$ cat src/iotic_pkg.sv
// constants and types for the io transfer interlock control
package iotic_pkg;
	localparam int WORD_W = 32;
	localparam int HALF_W = 16;
	localparam int WC_W = 17;
	localparam int CODE_W = 6;
	localparam int ADR_W = 8;
	localparam int IRQ_W = 3;
	localparam int STAT_W = 11;
	localparam int CMD_CODE_LSB = 8;
	localparam int CTRL_MODE17 = 0;
	localparam int IRQ_DONE = 0;
	localparam int IRQ_CLEAR = 1;
	localparam int IRQ_FAULT = 2;
	// select and sub codes, octal 04, 14, 27, 75
	localparam logic [CODE_W-1:0] SEL_XFER_REG = 6'h04;
	localparam logic [CODE_W-1:0] BR_IO_BUSY   = 6'h0c;
	localparam logic [CODE_W-1:0] PER_CLEAR_IL = 6'h17;
	localparam logic [CODE_W-1:0] PER_LOCK_ADR = 6'h3d;
	localparam logic [ADR_W-1:0] ADR_CMD      = 8'h00;
	localparam logic [ADR_W-1:0] ADR_OPERAND  = 8'h04;
	localparam logic [ADR_W-1:0] ADR_RESULT   = 8'h08;
	localparam logic [ADR_W-1:0] ADR_STATUS   = 8'h0c;
	localparam logic [ADR_W-1:0] ADR_ADDR     = 8'h10;
	localparam logic [ADR_W-1:0] ADR_WC       = 8'h14;
	localparam logic [ADR_W-1:0] ADR_XFER     = 8'h18;
	localparam logic [ADR_W-1:0] ADR_IRQ_STAT = 8'h1c;
	localparam logic [ADR_W-1:0] ADR_IRQ_MASK = 8'h20;
	localparam logic [ADR_W-1:0] ADR_CTRL     = 8'h24;
	localparam logic [WC_W-1:0] WC_RST = 17'h00000;
	localparam logic [WC_W-1:0] WC_ONE = 17'h00001;
	localparam logic [HALF_W-1:0] ADDR_ONE = 16'h0001;
	localparam logic [HALF_W-1:0] BR_TAKEN = 16'h0001;
	localparam logic [IRQ_W-1:0] IRQ_RST = 3'h0;
	typedef enum logic [3:0] {
		OP_NONE      = 4'h0,
		OP_SELECT    = 4'h1,
		OP_LOAD_ADDR = 4'h2,
		OP_READ      = 4'h3,
		OP_WRITE     = 4'h4,
		OP_COPY_WC   = 4'h5,
		OP_BRANCH    = 4'h6,
		OP_PER       = 4'h7
	} iotic_op_t;
	typedef enum logic [2:0] {
		ST_IDLE    = 3'h0,
		ST_PRESTEP = 3'h1,
		ST_DEV_IN  = 3'h3,
		ST_MEM_PUT = 3'h2,
		ST_MEM_GET = 3'h5,
		ST_DEV_OUT = 3'h4
	} iotic_st_t;
endpackage

$ cat src/iotic_top.sv
// io transfer interlock control: wishbone registers, transfer engine, device and memory ports
`timescale 1ns/1ps
module iotic_top
	import iotic_pkg::*;
(
	input  wire logic              clk_i,
	input  wire logic              rst_i,
	input  wire logic [ADR_W-1:0]  wb_adr_i,
	input  wire logic [WORD_W-1:0] wb_dat_i,
	input  wire logic [3:0]        wb_sel_i,
	input  wire logic              wb_we_i,
	input  wire logic              wb_cyc_i,
	input  wire logic              wb_stb_i,
	output logic [WORD_W-1:0]      wb_dat_o,
	output logic                   wb_ack_o,
	output logic                   irq_o,
	input  wire logic              man_rst_i,
	output logic                   interlock_o,
	output logic [CODE_W-1:0]      dev_sel_o,
	output logic                   dev_dir_in_o,
	input  wire logic              dev_exists_i,
	input  wire logic              dev_ready_i,
	input  wire logic              dev_prepared_i,
	input  wire logic              dev_dir_ok_i,
	input  wire logic              dev_in_valid_i,
	input  wire logic [WORD_W-1:0] dev_in_data_i,
	output logic                   dev_in_ready_o,
	output logic                   dev_out_valid_o,
	output logic [WORD_W-1:0]      dev_out_data_o,
	input  wire logic              dev_out_ready_i,
	output logic                   mem_req_o,
	output logic                   mem_we_o,
	output logic [HALF_W-1:0]      mem_addr_o,
	output logic [WORD_W-1:0]      mem_wdata_o,
	input  wire logic [WORD_W-1:0] mem_rdata_i,
	input  wire logic              mem_ack_i
);
	typedef struct packed {
		iotic_st_t         st;
		logic              interlock;
		logic              locked;
		logic              is_read;
		logic              mode17;
		logic [CODE_W-1:0] dev_sel;
		logic [HALF_W-1:0] addr;
		logic [HALF_W-1:0] operand;
		logic [WORD_W-1:0] xfer;
		logic [WORD_W-1:0] result;
		logic              ack;
		logic [WORD_W-1:0] rdata;
		logic              mem_req;
		logic              mem_we;
		logic [HALF_W-1:0] mem_addr;
		logic              in_ready;
		logic              out_valid;
	} iotic_state_t;

	function automatic logic [WORD_W-1:0] wb_merge(input logic [WORD_W-1:0] old_w,
		input logic [WORD_W-1:0] new_w, input logic [3:0] sel);
		logic [WORD_W-1:0] m;
		m = {{8{sel[3]}}, {8{sel[2]}}, {8{sel[1]}}, {8{sel[0]}}};
		return (old_w & ~m) | (new_w & m);
	endfunction

	function automatic logic [WORD_W-1:0] csw_word(input logic [WC_W-1:0] wc, input logic m17);
		logic [WORD_W-1:0] w;
		w = '0;
		if (m17) begin
			w[WORD_W-1] = wc[WC_W-1];
			w[HALF_W-1:0] = wc[HALF_W-1:0];
		end else begin
			w[HALF_W-1:0] = {wc[WC_W-1], wc[HALF_W-2:0]};
		end
		return w;
	endfunction

	iotic_state_t      s_reg, s_next;
	logic [WC_W-1:0]   wc_val;
	logic              wc_carry;
	logic              wc_load;
	logic              wc_step;
	logic              word_done;
	logic              clr_il;
	logic [IRQ_W-1:0]  irq_ev;
	logic [IRQ_W-1:0]  irq_stat;
	logic [IRQ_W-1:0]  irq_mask;
	logic              irq_clr_we;
	logic              irq_mask_we;
	logic [WORD_W-1:0] w1c_bits;
	logic [WORD_W-1:0] mask_merged;
	logic [WORD_W-1:0] oper_merged;
	logic [WORD_W-1:0] ctrl_merged;
	logic [ADR_W-1:0]  adr;
	logic              req;
	logic              cmd_wr;
	logic              cmd_io;
	logic              cmd_go;
	logic              dev_ok;
	logic              sel_self;
	iotic_op_t         cmd_op;
	logic [CODE_W-1:0] cmd_code;

	assign adr = {wb_adr_i[ADR_W-1:2], 2'b00};
	assign req = wb_cyc_i & wb_stb_i & ~s_reg.ack;
	assign cmd_wr = req & wb_we_i & (adr == ADR_CMD);
	assign cmd_op = iotic_op_t'(wb_dat_i[3:0]);
	assign cmd_code = wb_dat_i[CMD_CODE_LSB +: CODE_W];
	assign cmd_io = (cmd_op == OP_SELECT) | (cmd_op == OP_LOAD_ADDR) | (cmd_op == OP_READ) | (cmd_op == OP_WRITE);
	// holding ack is the stall: the master waits until the interlock drops
	assign cmd_go = cmd_wr & ~(cmd_io & s_reg.interlock);
	assign dev_ok = dev_exists_i & dev_ready_i & dev_prepared_i & dev_dir_ok_i;
	assign sel_self = (s_reg.dev_sel == SEL_XFER_REG);
	assign w1c_bits = wb_merge('0, wb_dat_i, wb_sel_i);
	assign mask_merged = wb_merge({{(WORD_W-IRQ_W){1'b0}}, irq_mask}, wb_dat_i, wb_sel_i);
	assign oper_merged = wb_merge({{HALF_W{1'b0}}, s_reg.operand}, wb_dat_i, wb_sel_i);
	assign ctrl_merged = wb_merge({{(WORD_W-1){1'b0}}, s_reg.mode17}, wb_dat_i, wb_sel_i);

	iotic_wcount i_iotic_wcount (
		.clk_i   (clk_i),
		.rst_i   (rst_i),
		.load_i  (wc_load),
		.count_i (s_reg.operand),
		.step_i  (wc_step),
		.wc_o    (wc_val),
		.carry_o (wc_carry)
	);

	iotic_irq i_iotic_irq (
		.clk_i     (clk_i),
		.rst_i     (rst_i),
		.event_i   (irq_ev),
		.clr_we_i  (irq_clr_we),
		.clr_i     (w1c_bits[IRQ_W-1:0]),
		.mask_we_i (irq_mask_we),
		.mask_i    (mask_merged[IRQ_W-1:0]),
		.status_o  (irq_stat),
		.mask_o    (irq_mask),
		.irq_o     (irq_o)
	);

	always_comb begin
		s_next = s_reg;
		s_next.ack = 1'b0;
		wc_load = 1'b0;
		wc_step = 1'b0;
		word_done = 1'b0;
		clr_il = 1'b0;
		irq_ev = IRQ_RST;
		irq_clr_we = 1'b0;
		irq_mask_we = 1'b0;
		case (s_reg.st)
			ST_IDLE: begin
			end
			ST_PRESTEP: begin
				wc_step = 1'b1;
				s_next.st = s_reg.is_read ? ST_DEV_IN : ST_MEM_GET;
			end
			ST_DEV_IN: begin
				// a taken handshake wins over a device that just went away
				if (sel_self || (s_reg.in_ready && dev_in_valid_i)) begin
					if (!sel_self) begin
						s_next.xfer = dev_in_data_i;
					end
					s_next.in_ready = 1'b0;
					s_next.mem_req = 1'b1;
					s_next.mem_we = 1'b1;
					s_next.mem_addr = s_reg.addr;
					s_next.st = ST_MEM_PUT;
				end else if (!dev_ok) begin
					s_next.in_ready = 1'b0;
					irq_ev[IRQ_FAULT] = 1'b1;
				end else begin
					s_next.in_ready = 1'b1;
				end
			end
			ST_MEM_PUT: begin
				if (mem_ack_i) begin
					s_next.mem_req = 1'b0;
					word_done = 1'b1;
				end
			end
			ST_MEM_GET: begin
				if (s_reg.mem_req) begin
					if (mem_ack_i) begin
						s_next.mem_req = 1'b0;
						if (sel_self) begin
							s_next.xfer = s_reg.xfer | mem_rdata_i;
							word_done = 1'b1;
						end else begin
							s_next.xfer = mem_rdata_i;
							s_next.out_valid = 1'b1;
							s_next.st = ST_DEV_OUT;
						end
					end
				end else if (sel_self || dev_ok) begin
					s_next.mem_req = 1'b1;
					s_next.mem_we = 1'b0;
					s_next.mem_addr = s_reg.addr;
				end else begin
					irq_ev[IRQ_FAULT] = 1'b1;
				end
			end
			ST_DEV_OUT: begin
				if (dev_out_ready_i) begin
					s_next.out_valid = 1'b0;
					word_done = 1'b1;
				end
			end
			default: begin
				s_next.st = ST_IDLE;
			end
		endcase
		if (word_done) begin
			wc_step = 1'b1;
			if (!s_reg.locked) begin
				s_next.addr = s_reg.addr + ADDR_ONE;
			end
			s_next.st = s_reg.is_read ? ST_DEV_IN : ST_MEM_GET;
		end
		if ((word_done || s_reg.st == ST_PRESTEP) && !sel_self) begin
			s_next.xfer = '0;
		end
		if (wc_step && wc_carry) begin
			// with a nonzero count no word moved means no carry, so a hung device keeps it set; a zero count carries at the prestep
			s_next.interlock = 1'b0;
			s_next.locked = 1'b0;
			s_next.st = ST_IDLE;
			irq_ev[IRQ_DONE] = 1'b1;
		end
		if (req) begin
			s_next.rdata = '0;
			if (wb_we_i) begin
				s_next.ack = cmd_go | (adr != ADR_CMD);
				case (adr)
					ADR_OPERAND: s_next.operand = oper_merged[HALF_W-1:0];
					ADR_CTRL: s_next.mode17 = ctrl_merged[CTRL_MODE17];
					ADR_IRQ_STAT: irq_clr_we = 1'b1;
					ADR_IRQ_MASK: irq_mask_we = 1'b1;
					default: begin
					end
				endcase
			end else begin
				s_next.ack = 1'b1;
				case (adr)
					ADR_OPERAND: s_next.rdata[HALF_W-1:0] = s_reg.operand;
					ADR_RESULT: s_next.rdata = s_reg.result;
					ADR_STATUS: s_next.rdata[STAT_W-1:0] = {s_reg.dev_sel, s_reg.st, s_reg.locked, s_reg.interlock};
					ADR_ADDR: s_next.rdata[HALF_W-1:0] = s_reg.addr;
					ADR_WC: s_next.rdata[WC_W-1:0] = wc_val;
					ADR_XFER: s_next.rdata = s_reg.xfer;
					ADR_IRQ_STAT: s_next.rdata[IRQ_W-1:0] = irq_stat;
					ADR_IRQ_MASK: s_next.rdata[IRQ_W-1:0] = irq_mask;
					ADR_CTRL: s_next.rdata[CTRL_MODE17] = s_reg.mode17;
					default: begin
					end
				endcase
			end
		end
		if (cmd_go) begin
			case (cmd_op)
				OP_SELECT: begin
					s_next.dev_sel = cmd_code;
					s_next.xfer = '0;
				end
				OP_LOAD_ADDR: s_next.addr = s_reg.operand;
				OP_READ, OP_WRITE: begin
					wc_load = 1'b1;
					s_next.interlock = 1'b1;
					s_next.is_read = (cmd_op == OP_READ);
					s_next.st = ST_PRESTEP;
				end
				OP_COPY_WC: s_next.result = csw_word(wc_val, s_reg.mode17);
				OP_BRANCH: begin
					s_next.result = '0;
					if (cmd_code == BR_IO_BUSY && s_reg.interlock) begin
						s_next.result = {BR_TAKEN, s_reg.operand};
					end
				end
				OP_PER: begin
					if (cmd_code == PER_LOCK_ADR) begin
						s_next.locked = 1'b1;
					end
					clr_il = (cmd_code == PER_CLEAR_IL);
				end
				default: begin
				end
			endcase
		end
		// forced clear abandons any memory or device handshake in flight
		if (clr_il || man_rst_i) begin
			s_next.interlock = 1'b0;
			s_next.locked = 1'b0;
			s_next.st = ST_IDLE;
			s_next.mem_req = 1'b0;
			s_next.in_ready = 1'b0;
			s_next.out_valid = 1'b0;
			irq_ev[IRQ_CLEAR] = 1'b1;
		end
	end

	always_ff @(posedge clk_i) begin
		if (rst_i) begin
			s_reg <= '0;
		end else begin
			s_reg <= s_next;
		end
	end

	assign wb_dat_o = s_reg.rdata;
	assign wb_ack_o = s_reg.ack;
	assign interlock_o = s_reg.interlock;
	assign dev_sel_o = s_reg.dev_sel;
	assign dev_dir_in_o = s_reg.is_read;
	assign dev_in_ready_o = s_reg.in_ready;
	assign dev_out_valid_o = s_reg.out_valid;
	assign dev_out_data_o = s_reg.xfer;
	assign mem_req_o = s_reg.mem_req;
	assign mem_we_o = s_reg.mem_we;
	assign mem_addr_o = s_reg.mem_addr;
	assign mem_wdata_o = s_reg.xfer;
endmodule

$ cat src/iotic_wcount.sv
// word counter: ones' complement count that carries out past minus zero
`timescale 1ns/1ps
module iotic_wcount
	import iotic_pkg::*;
(
	input  wire logic              clk_i,
	input  wire logic              rst_i,
	input  wire logic              load_i,
	input  wire logic [HALF_W-1:0] count_i,
	input  wire logic              step_i,
	output logic [WC_W-1:0]        wc_o,
	output logic                   carry_o
);
	typedef struct packed {
		logic [WC_W-1:0] wc;
	} iotic_wc_state_t;
	iotic_wc_state_t s_reg, s_next;
	// carry is not gated by step so the caller can use it without a loop
	assign carry_o = &s_reg.wc;
	always_comb begin
		s_next = s_reg;
		if (load_i) begin
			s_next.wc = ~{1'b0, count_i};
		end else if (step_i) begin
			s_next.wc = carry_o ? WC_RST : s_reg.wc + WC_ONE;
		end
	end
	always_ff @(posedge clk_i) begin
		if (rst_i) begin
			s_reg <= '0;
		end else begin
			s_reg <= s_next;
		end
	end
	assign wc_o = s_reg.wc;
endmodule

$ cat src/iotic_irq.sv
// sticky interrupt status with mask and one level output
`timescale 1ns/1ps
module iotic_irq
	import iotic_pkg::*;
(
	input  wire logic             clk_i,
	input  wire logic             rst_i,
	input  wire logic [IRQ_W-1:0] event_i,
	input  wire logic             clr_we_i,
	input  wire logic [IRQ_W-1:0] clr_i,
	input  wire logic             mask_we_i,
	input  wire logic [IRQ_W-1:0] mask_i,
	output logic [IRQ_W-1:0]      status_o,
	output logic [IRQ_W-1:0]      mask_o,
	output logic                  irq_o
);
	typedef struct packed {
		logic [IRQ_W-1:0] status;
		logic [IRQ_W-1:0] mask;
		logic             irq;
	} iotic_irq_state_t;
	iotic_irq_state_t s_reg, s_next;
	always_comb begin
		s_next = s_reg;
		// a new event beats a clear in the same cycle
		s_next.status = (s_reg.status & ~(clr_we_i ? clr_i : IRQ_RST)) | event_i;
		if (mask_we_i) begin
			s_next.mask = mask_i;
		end
		s_next.irq = |(s_next.status & s_next.mask);
	end
	always_ff @(posedge clk_i) begin
		if (rst_i) begin
			s_reg <= '0;
		end else begin
			s_reg <= s_next;
		end
	end
	assign status_o = s_reg.status;
	assign mask_o = s_reg.mask;
	assign irq_o = s_reg.irq;
endmodule

$ cat config.mk
export PLATFORM = sky130hd
export DESIGN_NAME = iotic_top
export DESIGN_NICKNAME = d
export VERILOG_FILES = /design/src/iotic_pkg.sv /design/src/iotic_top.sv /design/src/iotic_wcount.sv /design/src/iotic_irq.sv
export SDC_FILE = /design/constraint.sdc
export NUM_CORES = 1
export LEC_CHECK = 0
export ABC_AREA = 1
export BUFFER_PORTS_ARGS = -buffer_cell sky130_fd_sc_hd__buf_2
export CORE_MARGIN = 4
export CORE_UTILIZATION = 30
export CTS_CLUSTER_DIAMETER = 60
export DETAILED_ROUTE_END_ITERATION = 12
export GPL_TIMING_DRIVEN = 0
export PLACE_DENSITY_LB_ADDON = 0.25
export SETUP_SLACK_MARGIN = 0.4
export SLEW_MARGIN = 20
export SYNTH_ARGS = -nofsm -noshare
export SYNTH_HDL_FRONTEND = slang
export SYNTH_SLANG_ARGS = --single-unit
$ cat constraint.sdc
create_clock -name clk_i -period 5.1 [get_ports clk_i]
set_clock_uncertainty 0.05 [all_clocks]
set_input_delay 0.51 -clock clk_i [delete_from_list [all_inputs] [get_ports clk_i]]
set_output_delay 0.51 -clock clk_i [all_outputs]
set_load 0.1 [all_outputs]
======== Yosys cells after proc, flatten, opt, wreduce, memory -nomap -nowiden ========
Index checks and enable logic that the tools add are counted.
cells by class
  reduce and logical (&&, ||, !) cells .... 31
  multiplexer cells ....................... 83
  bitwise logic cells ..................... 30
  equality and inequality tests ........... 33
  add/sub/neg operators ................... 2
operators by type and width
  kind                                                  count
  two-way mux 32 bit                                    8
  one-hot mux 32 bit (2 select lines)                   2
  two-way mux 17 bit                                    5
  two-way mux 16 bit                                    5
  two-way mux 64 bit                                    1
  one-hot mux 8 bit (6 select lines)                    1
  two-way mux 1 bit                                     37
  two-way mux 18 bit                                    2
  one-hot mux 17 bit (2 select lines)                   1
  AND 16 bit                                            2
  bitwise OR 32 bit                                     1
  equality test 6 x 3 -> 1 bit (second input constant)  5
  one-hot mux 15 bit (2 select lines)                   1
  one-hot mux 5 bit (5 select lines)                    1
  two-way mux 3 bit                                     8
  equality test 6 x 4 -> 1 bit (second input constant)  3
  adder 17 x 1 -> 17 bit (second input constant)        1
  NOT 16 -> 17 bit                                      1
  AND reduction 17 bit                                  1
  adder 16 x 1 -> 16 bit (second input constant)        1
  equality test 4 x 3 -> 1 bit (second input constant)  4
  != test 2 bit (second input constant)                 8
  NOT 16 bit                                            1
  bitwise OR 16 bit                                     1
  other kinds (37)                                      78
word-level totals
  word-level logic and storage cells ...... 200
  bits of input ports ..................... 121
  bits in registers ....................... 186
  output and inout bits ................... 126

======== Logic depth before layout (Yosys ltp) ========
  depth in word-level cells ............... 13
  gate-level depth with buffers ........... 12
  gate-level depth less buffers ........... 12

======== Modules after synthesis ========
A second synthesis with hierarchy kept.
unflattened totals
  cell total of the unflattened synthesis .. 1698
  area total of the unflattened synthesis .. 10739.0 um^2
by module, submodules not included
  module        area an instance (um^2)  sequential area each (um^2)  instances  cells each
  iotic_top     9337.7                   2962.8                       1          1480
  iotic_wcount  1121.1                   340.3                        1          176
  iotic_irq     280.3                    140.1                        1          42

======== Worst setup path after synthesis ========
Ideal clock, no wire load.
  kind .................................... reg-to-reg
  from .................................... reg i_iotic_wcount.s_reg (netlist bit i_iotic_wcount.wc_o[0])
  to ...................................... reg i_iotic_wcount.s_reg (netlist bit i_iotic_wcount.wc_o[14])
  library setup time ...................... 0.128 ns
  setup slack ............................. 2.661 ns
  required time ........................... 4.922 ns
  arrival ................................. 2.261 ns
  clock period less this slack ............ 2.439 ns
  path buffers ............................ 0
  stages on the path, launching flop included .. 13
  cells stage by stage .................... dfxtp_1 ha_1 nand2_1 nor2_1 nand3_1 or2_2 nor3_1 ha_1 clkinv_1 nand3_1 nor2_1 nor2_1 nor2_1
on the way
  longest elaborated chain between the ends .. 4
  elaborated cells between the ends (all ways) .. 5
  those cells by class .................... add/sub (1); mux (3); reduce/logical (1)
RTL lines
  item                                                                   RTL line                                source
  from (decl)                                                            iotic_wcount.sv:17                      iotic_wc_state_t s_reg, s_next;
  from (signal assigned)                                                 iotic_wcount.sv:32                      s_reg <= s_next;
  adder 17 x 1 -> 17 bit / AND reduction 17 bit (equally long branches)  iotic_wcount.sv:25, iotic_wcount.sv:19
  two-way mux 17 bit *                                                   iotic_wcount.sv:25                      s_next.wc = carry_o ? WC_RST : s_reg.wc + WC_ONE;
  two-way mux 17 bit *                                                   iotic_wcount.sv:24                      end else if (step_i) begin
  two-way mux 17 bit *                                                   iotic_wcount.sv:22                      if (load_i) begin
Mark *: on every way between the ends. The rest lies on a longest branch, timed or not. The select of a mux whose other input is x is not followed.
A chain may end at the register's enable or synchronous reset.

======== Worst setup path after layout ========
  from .................................... reg i_iotic_wcount.s_reg (netlist bit i_iotic_wcount.wc_o[1])
  to ...................................... reg i_iotic_wcount.s_reg (netlist bit i_iotic_wcount.wc_o[11])
Same word-level chain as after synthesis.

==> run summary <==
status - finished clean
First-pass DRT Iterations - 5
die area - 38930 um2
CP top delay family - simple AND/OR/NAND/NOR gates
drt wl/cell - 17.92 um
Post-Syn Instances - 1742
number of CTS-inserted buffers - 17
RSZ-0062 raised after global routing - false
fin area - 13070 um2
Hold WC Path Type - primary input to flip-flop
pwr/cell area - 222.7 nW/um2
Power Total - 0.002911 W
area post-placement - 12450 um2
post-synthesis cell area - 10750 um2
post_cts resized - 0
crit path launch - i_iotic_wcount.wc_o[1]
Die Wd - 197.3 um
Sum Neg Setup Slack - 0 ns
core area - 35480 um2
number of H-tree levels - 4
worst path arrival time - 3.76 ns
Hold Slack - 0.2811 ns
clock buffer depth - 2
post-synthesis register bit count - 172
clock sink total - 172
CP startpoint kind - flip-flop
register area - 3443 um2
critical path peak fanout - 10
hold depth - 3
largest net degree at the start of global routing - 17
syn avg cell area - 6.171 um2
nets - 2110
Clk Latency, worst-skew pair - 0.44 ns
final period utilization - 68.77%
worst path required time - 5.35 ns
Rel. slew slack - 33.05%
Buf/Inv on CP - 1
worst path cell trace - ha_1 > nand2_1 > nor2_1 > nand3_1 > or2_2 > nor3_1 > ha_1 > clkinv_1 > nand3_1 > nor2_1 > nor2_1 > nor2_1
commonest non-fill, non-tap cells in the layout - 467 x nand2_1, 257 x nor2_1, 245 x buf_2
slowest CP cell - nor2_1
Multi-input gate area - 5338 um2
most used cell along the critical path - nor2_1
most common cell after layout, fill and taps aside - nand2_1
Worst Setup EP - i_iotic_wcount.wc_o[11]
Worst-path clk slew - 0.07 ns
Yosys top cell by area - dfxtp_1
via count - 11756
Critical Path Stages - 12
worst-margin pin slew - 1.004 ns
Synthesized Nets - 1866
initial antenna violation count - 4
Die Y - 197.3 um
R2R Setup Slk - 1.59 ns
final hold vios - 0
Post-CTS Setup Repair Bufs - 0
Ports - 247
max-cap viol count - 0
Root Buffer - clkbuf_16
worst reg-to-reg path cell count - 12
Worst R2R Start - i_iotic_wcount.wc_o[1]
post-detail-place hpwl - 35050 um
Critical Path Max Stage Delay - 0.46 ns
share of layout cells above drive strength 1 - 23.28%
vias in the first global route - 11498
Final Max Slew Viols - 0
CTS tree - done
post-synth cell types - 44
hold_buf cts - 0
post-route minimum period - 3.507 ns
worst reg2reg path endpoint - i_iotic_wcount.wc_o[11]
post-synthesis sequential area ratio - 32.03%
ANT nets after route - 0
Initial Util - 30.30%
# port buffers - 225
Synth area leaders - dfxtp_1 32%, nand2_1 16%, nor2_1 9.0%, buf_4 8.8%, o21ai_0 6.8%
Rows - 69
LEAKAGE - 6.278 nW
CP Class - flip-flop to flip-flop
VDD IR max - 186.8 uV
# DRC - 0
crit end category - flip-flop
first-pass GRT wire length - 66750 um
DRT Wirelength - 44080 um
Synth Warn # - 0
hold_sp - wb_dat_i[6]
vias per cell - 4.779
Setup Viol. Count Final - 0
Total GRT Usage - 22.14%
Fmax - 285.1 MHz
Synth top area share - 32.03%
placer congestion estimate - 0.9431
total gr overflow - 0
DR iter-0 viols - 834
max reg flops - 38
Layout area overhead - 21.60%
FILL cells - 3934
-- cell usage after synthesis, drive strengths merged --
master and instances:
nor2 279, buf 151, nand4 16, o22ai 14, o211ai 4, nor3 17, clkbuf 30, a211oi 6
a21oi 95, a22oi 3, ha 3, a311oi 1, nand3 92, dfxtp 172, a32oi 1, xor2 10
nand2 473, or2 7, a31oi 4, inv 204, nor4 2, o21ai 152, o21bai 2, and2 1
clkinv 2, and3 1
-- where the power goes --
part | leakage (nW) | internal [W] | total, W | switching [W]
clock network | 0.296 | 0.000831 | 0.00142 | 0.000591
logic | 4.60 | 0.0000439 | 0.000145 | 0.000101
registers | 1.38 | 0.00134 | 0.00134 | 0.000000724
-- cells by family (layout without fill, tap and decap cells) --
logic type	after synthesis	in the layout	share of synthesized area, %
buffers and inverters	387	642	18.32
adder cells (fa/ha/maj)	3	3	0.3492
AND/OR/NAND/NOR	888	888	34.56
AO/OA/AOI/OAI	282	282	13.93
flip-flops	172	172	32.03
XOR/XNOR	10	10	0.8147
other	0	2	0
-- cell type report --
cell class | instances | area share, %
multi-input cells | 1183 | 40.83
flip-flops and latches | 172 | 26.34
plain buffers | 181 | 9.131
repair buffers | 225 | 8.614
inverters | 206 | 5.934
well taps | 461 | 4.412
clock buffers | 20 | 3.417
clock inverters | 10 | 1.283
diodes | 2 | 0.03828
-- worst min path at each step --
stage,to,slack (ns)
CTS,flip-flop,0.28
global route,flip-flop,0.29
detailed placement,wb_dat_o[26],0.41
global placement,wb_dat_o[26],0.40
finish,flip-flop,0.28
floorplan,s_reg[84],0.39
-- layer usage --
metal / GRT usage, % / up-vias / routed length (um)
met5: 0 / - / 37
met4: 7.422 / 6 / 1387
met3: 4.366 / 70 / 3163
met2: 37.28 / 436 / 20460
met1: 28.46 / 5394 / 19040
li1: - / 5850 / -
-- through the flow --
step | util, % | std cells | setup WS (ns)
floorplan | - | 1742 | 2.661
global placement | 35.10 | 2428 | 1.756
detailed placement | 35.10 | 2428 | 1.731
CTS | 36.83 | 2458 | 1.719
global route | 36.83 | 2458 | 1.386
finish | 36.84 | 2460 | 1.593
-- worst min-delay path, cell delays in order --
cell and delay, ns:
buf_2 0.09, nor3_1 0.04, nor2_1 0.09
No activity file was read; power rests on OpenSTA's default activity.
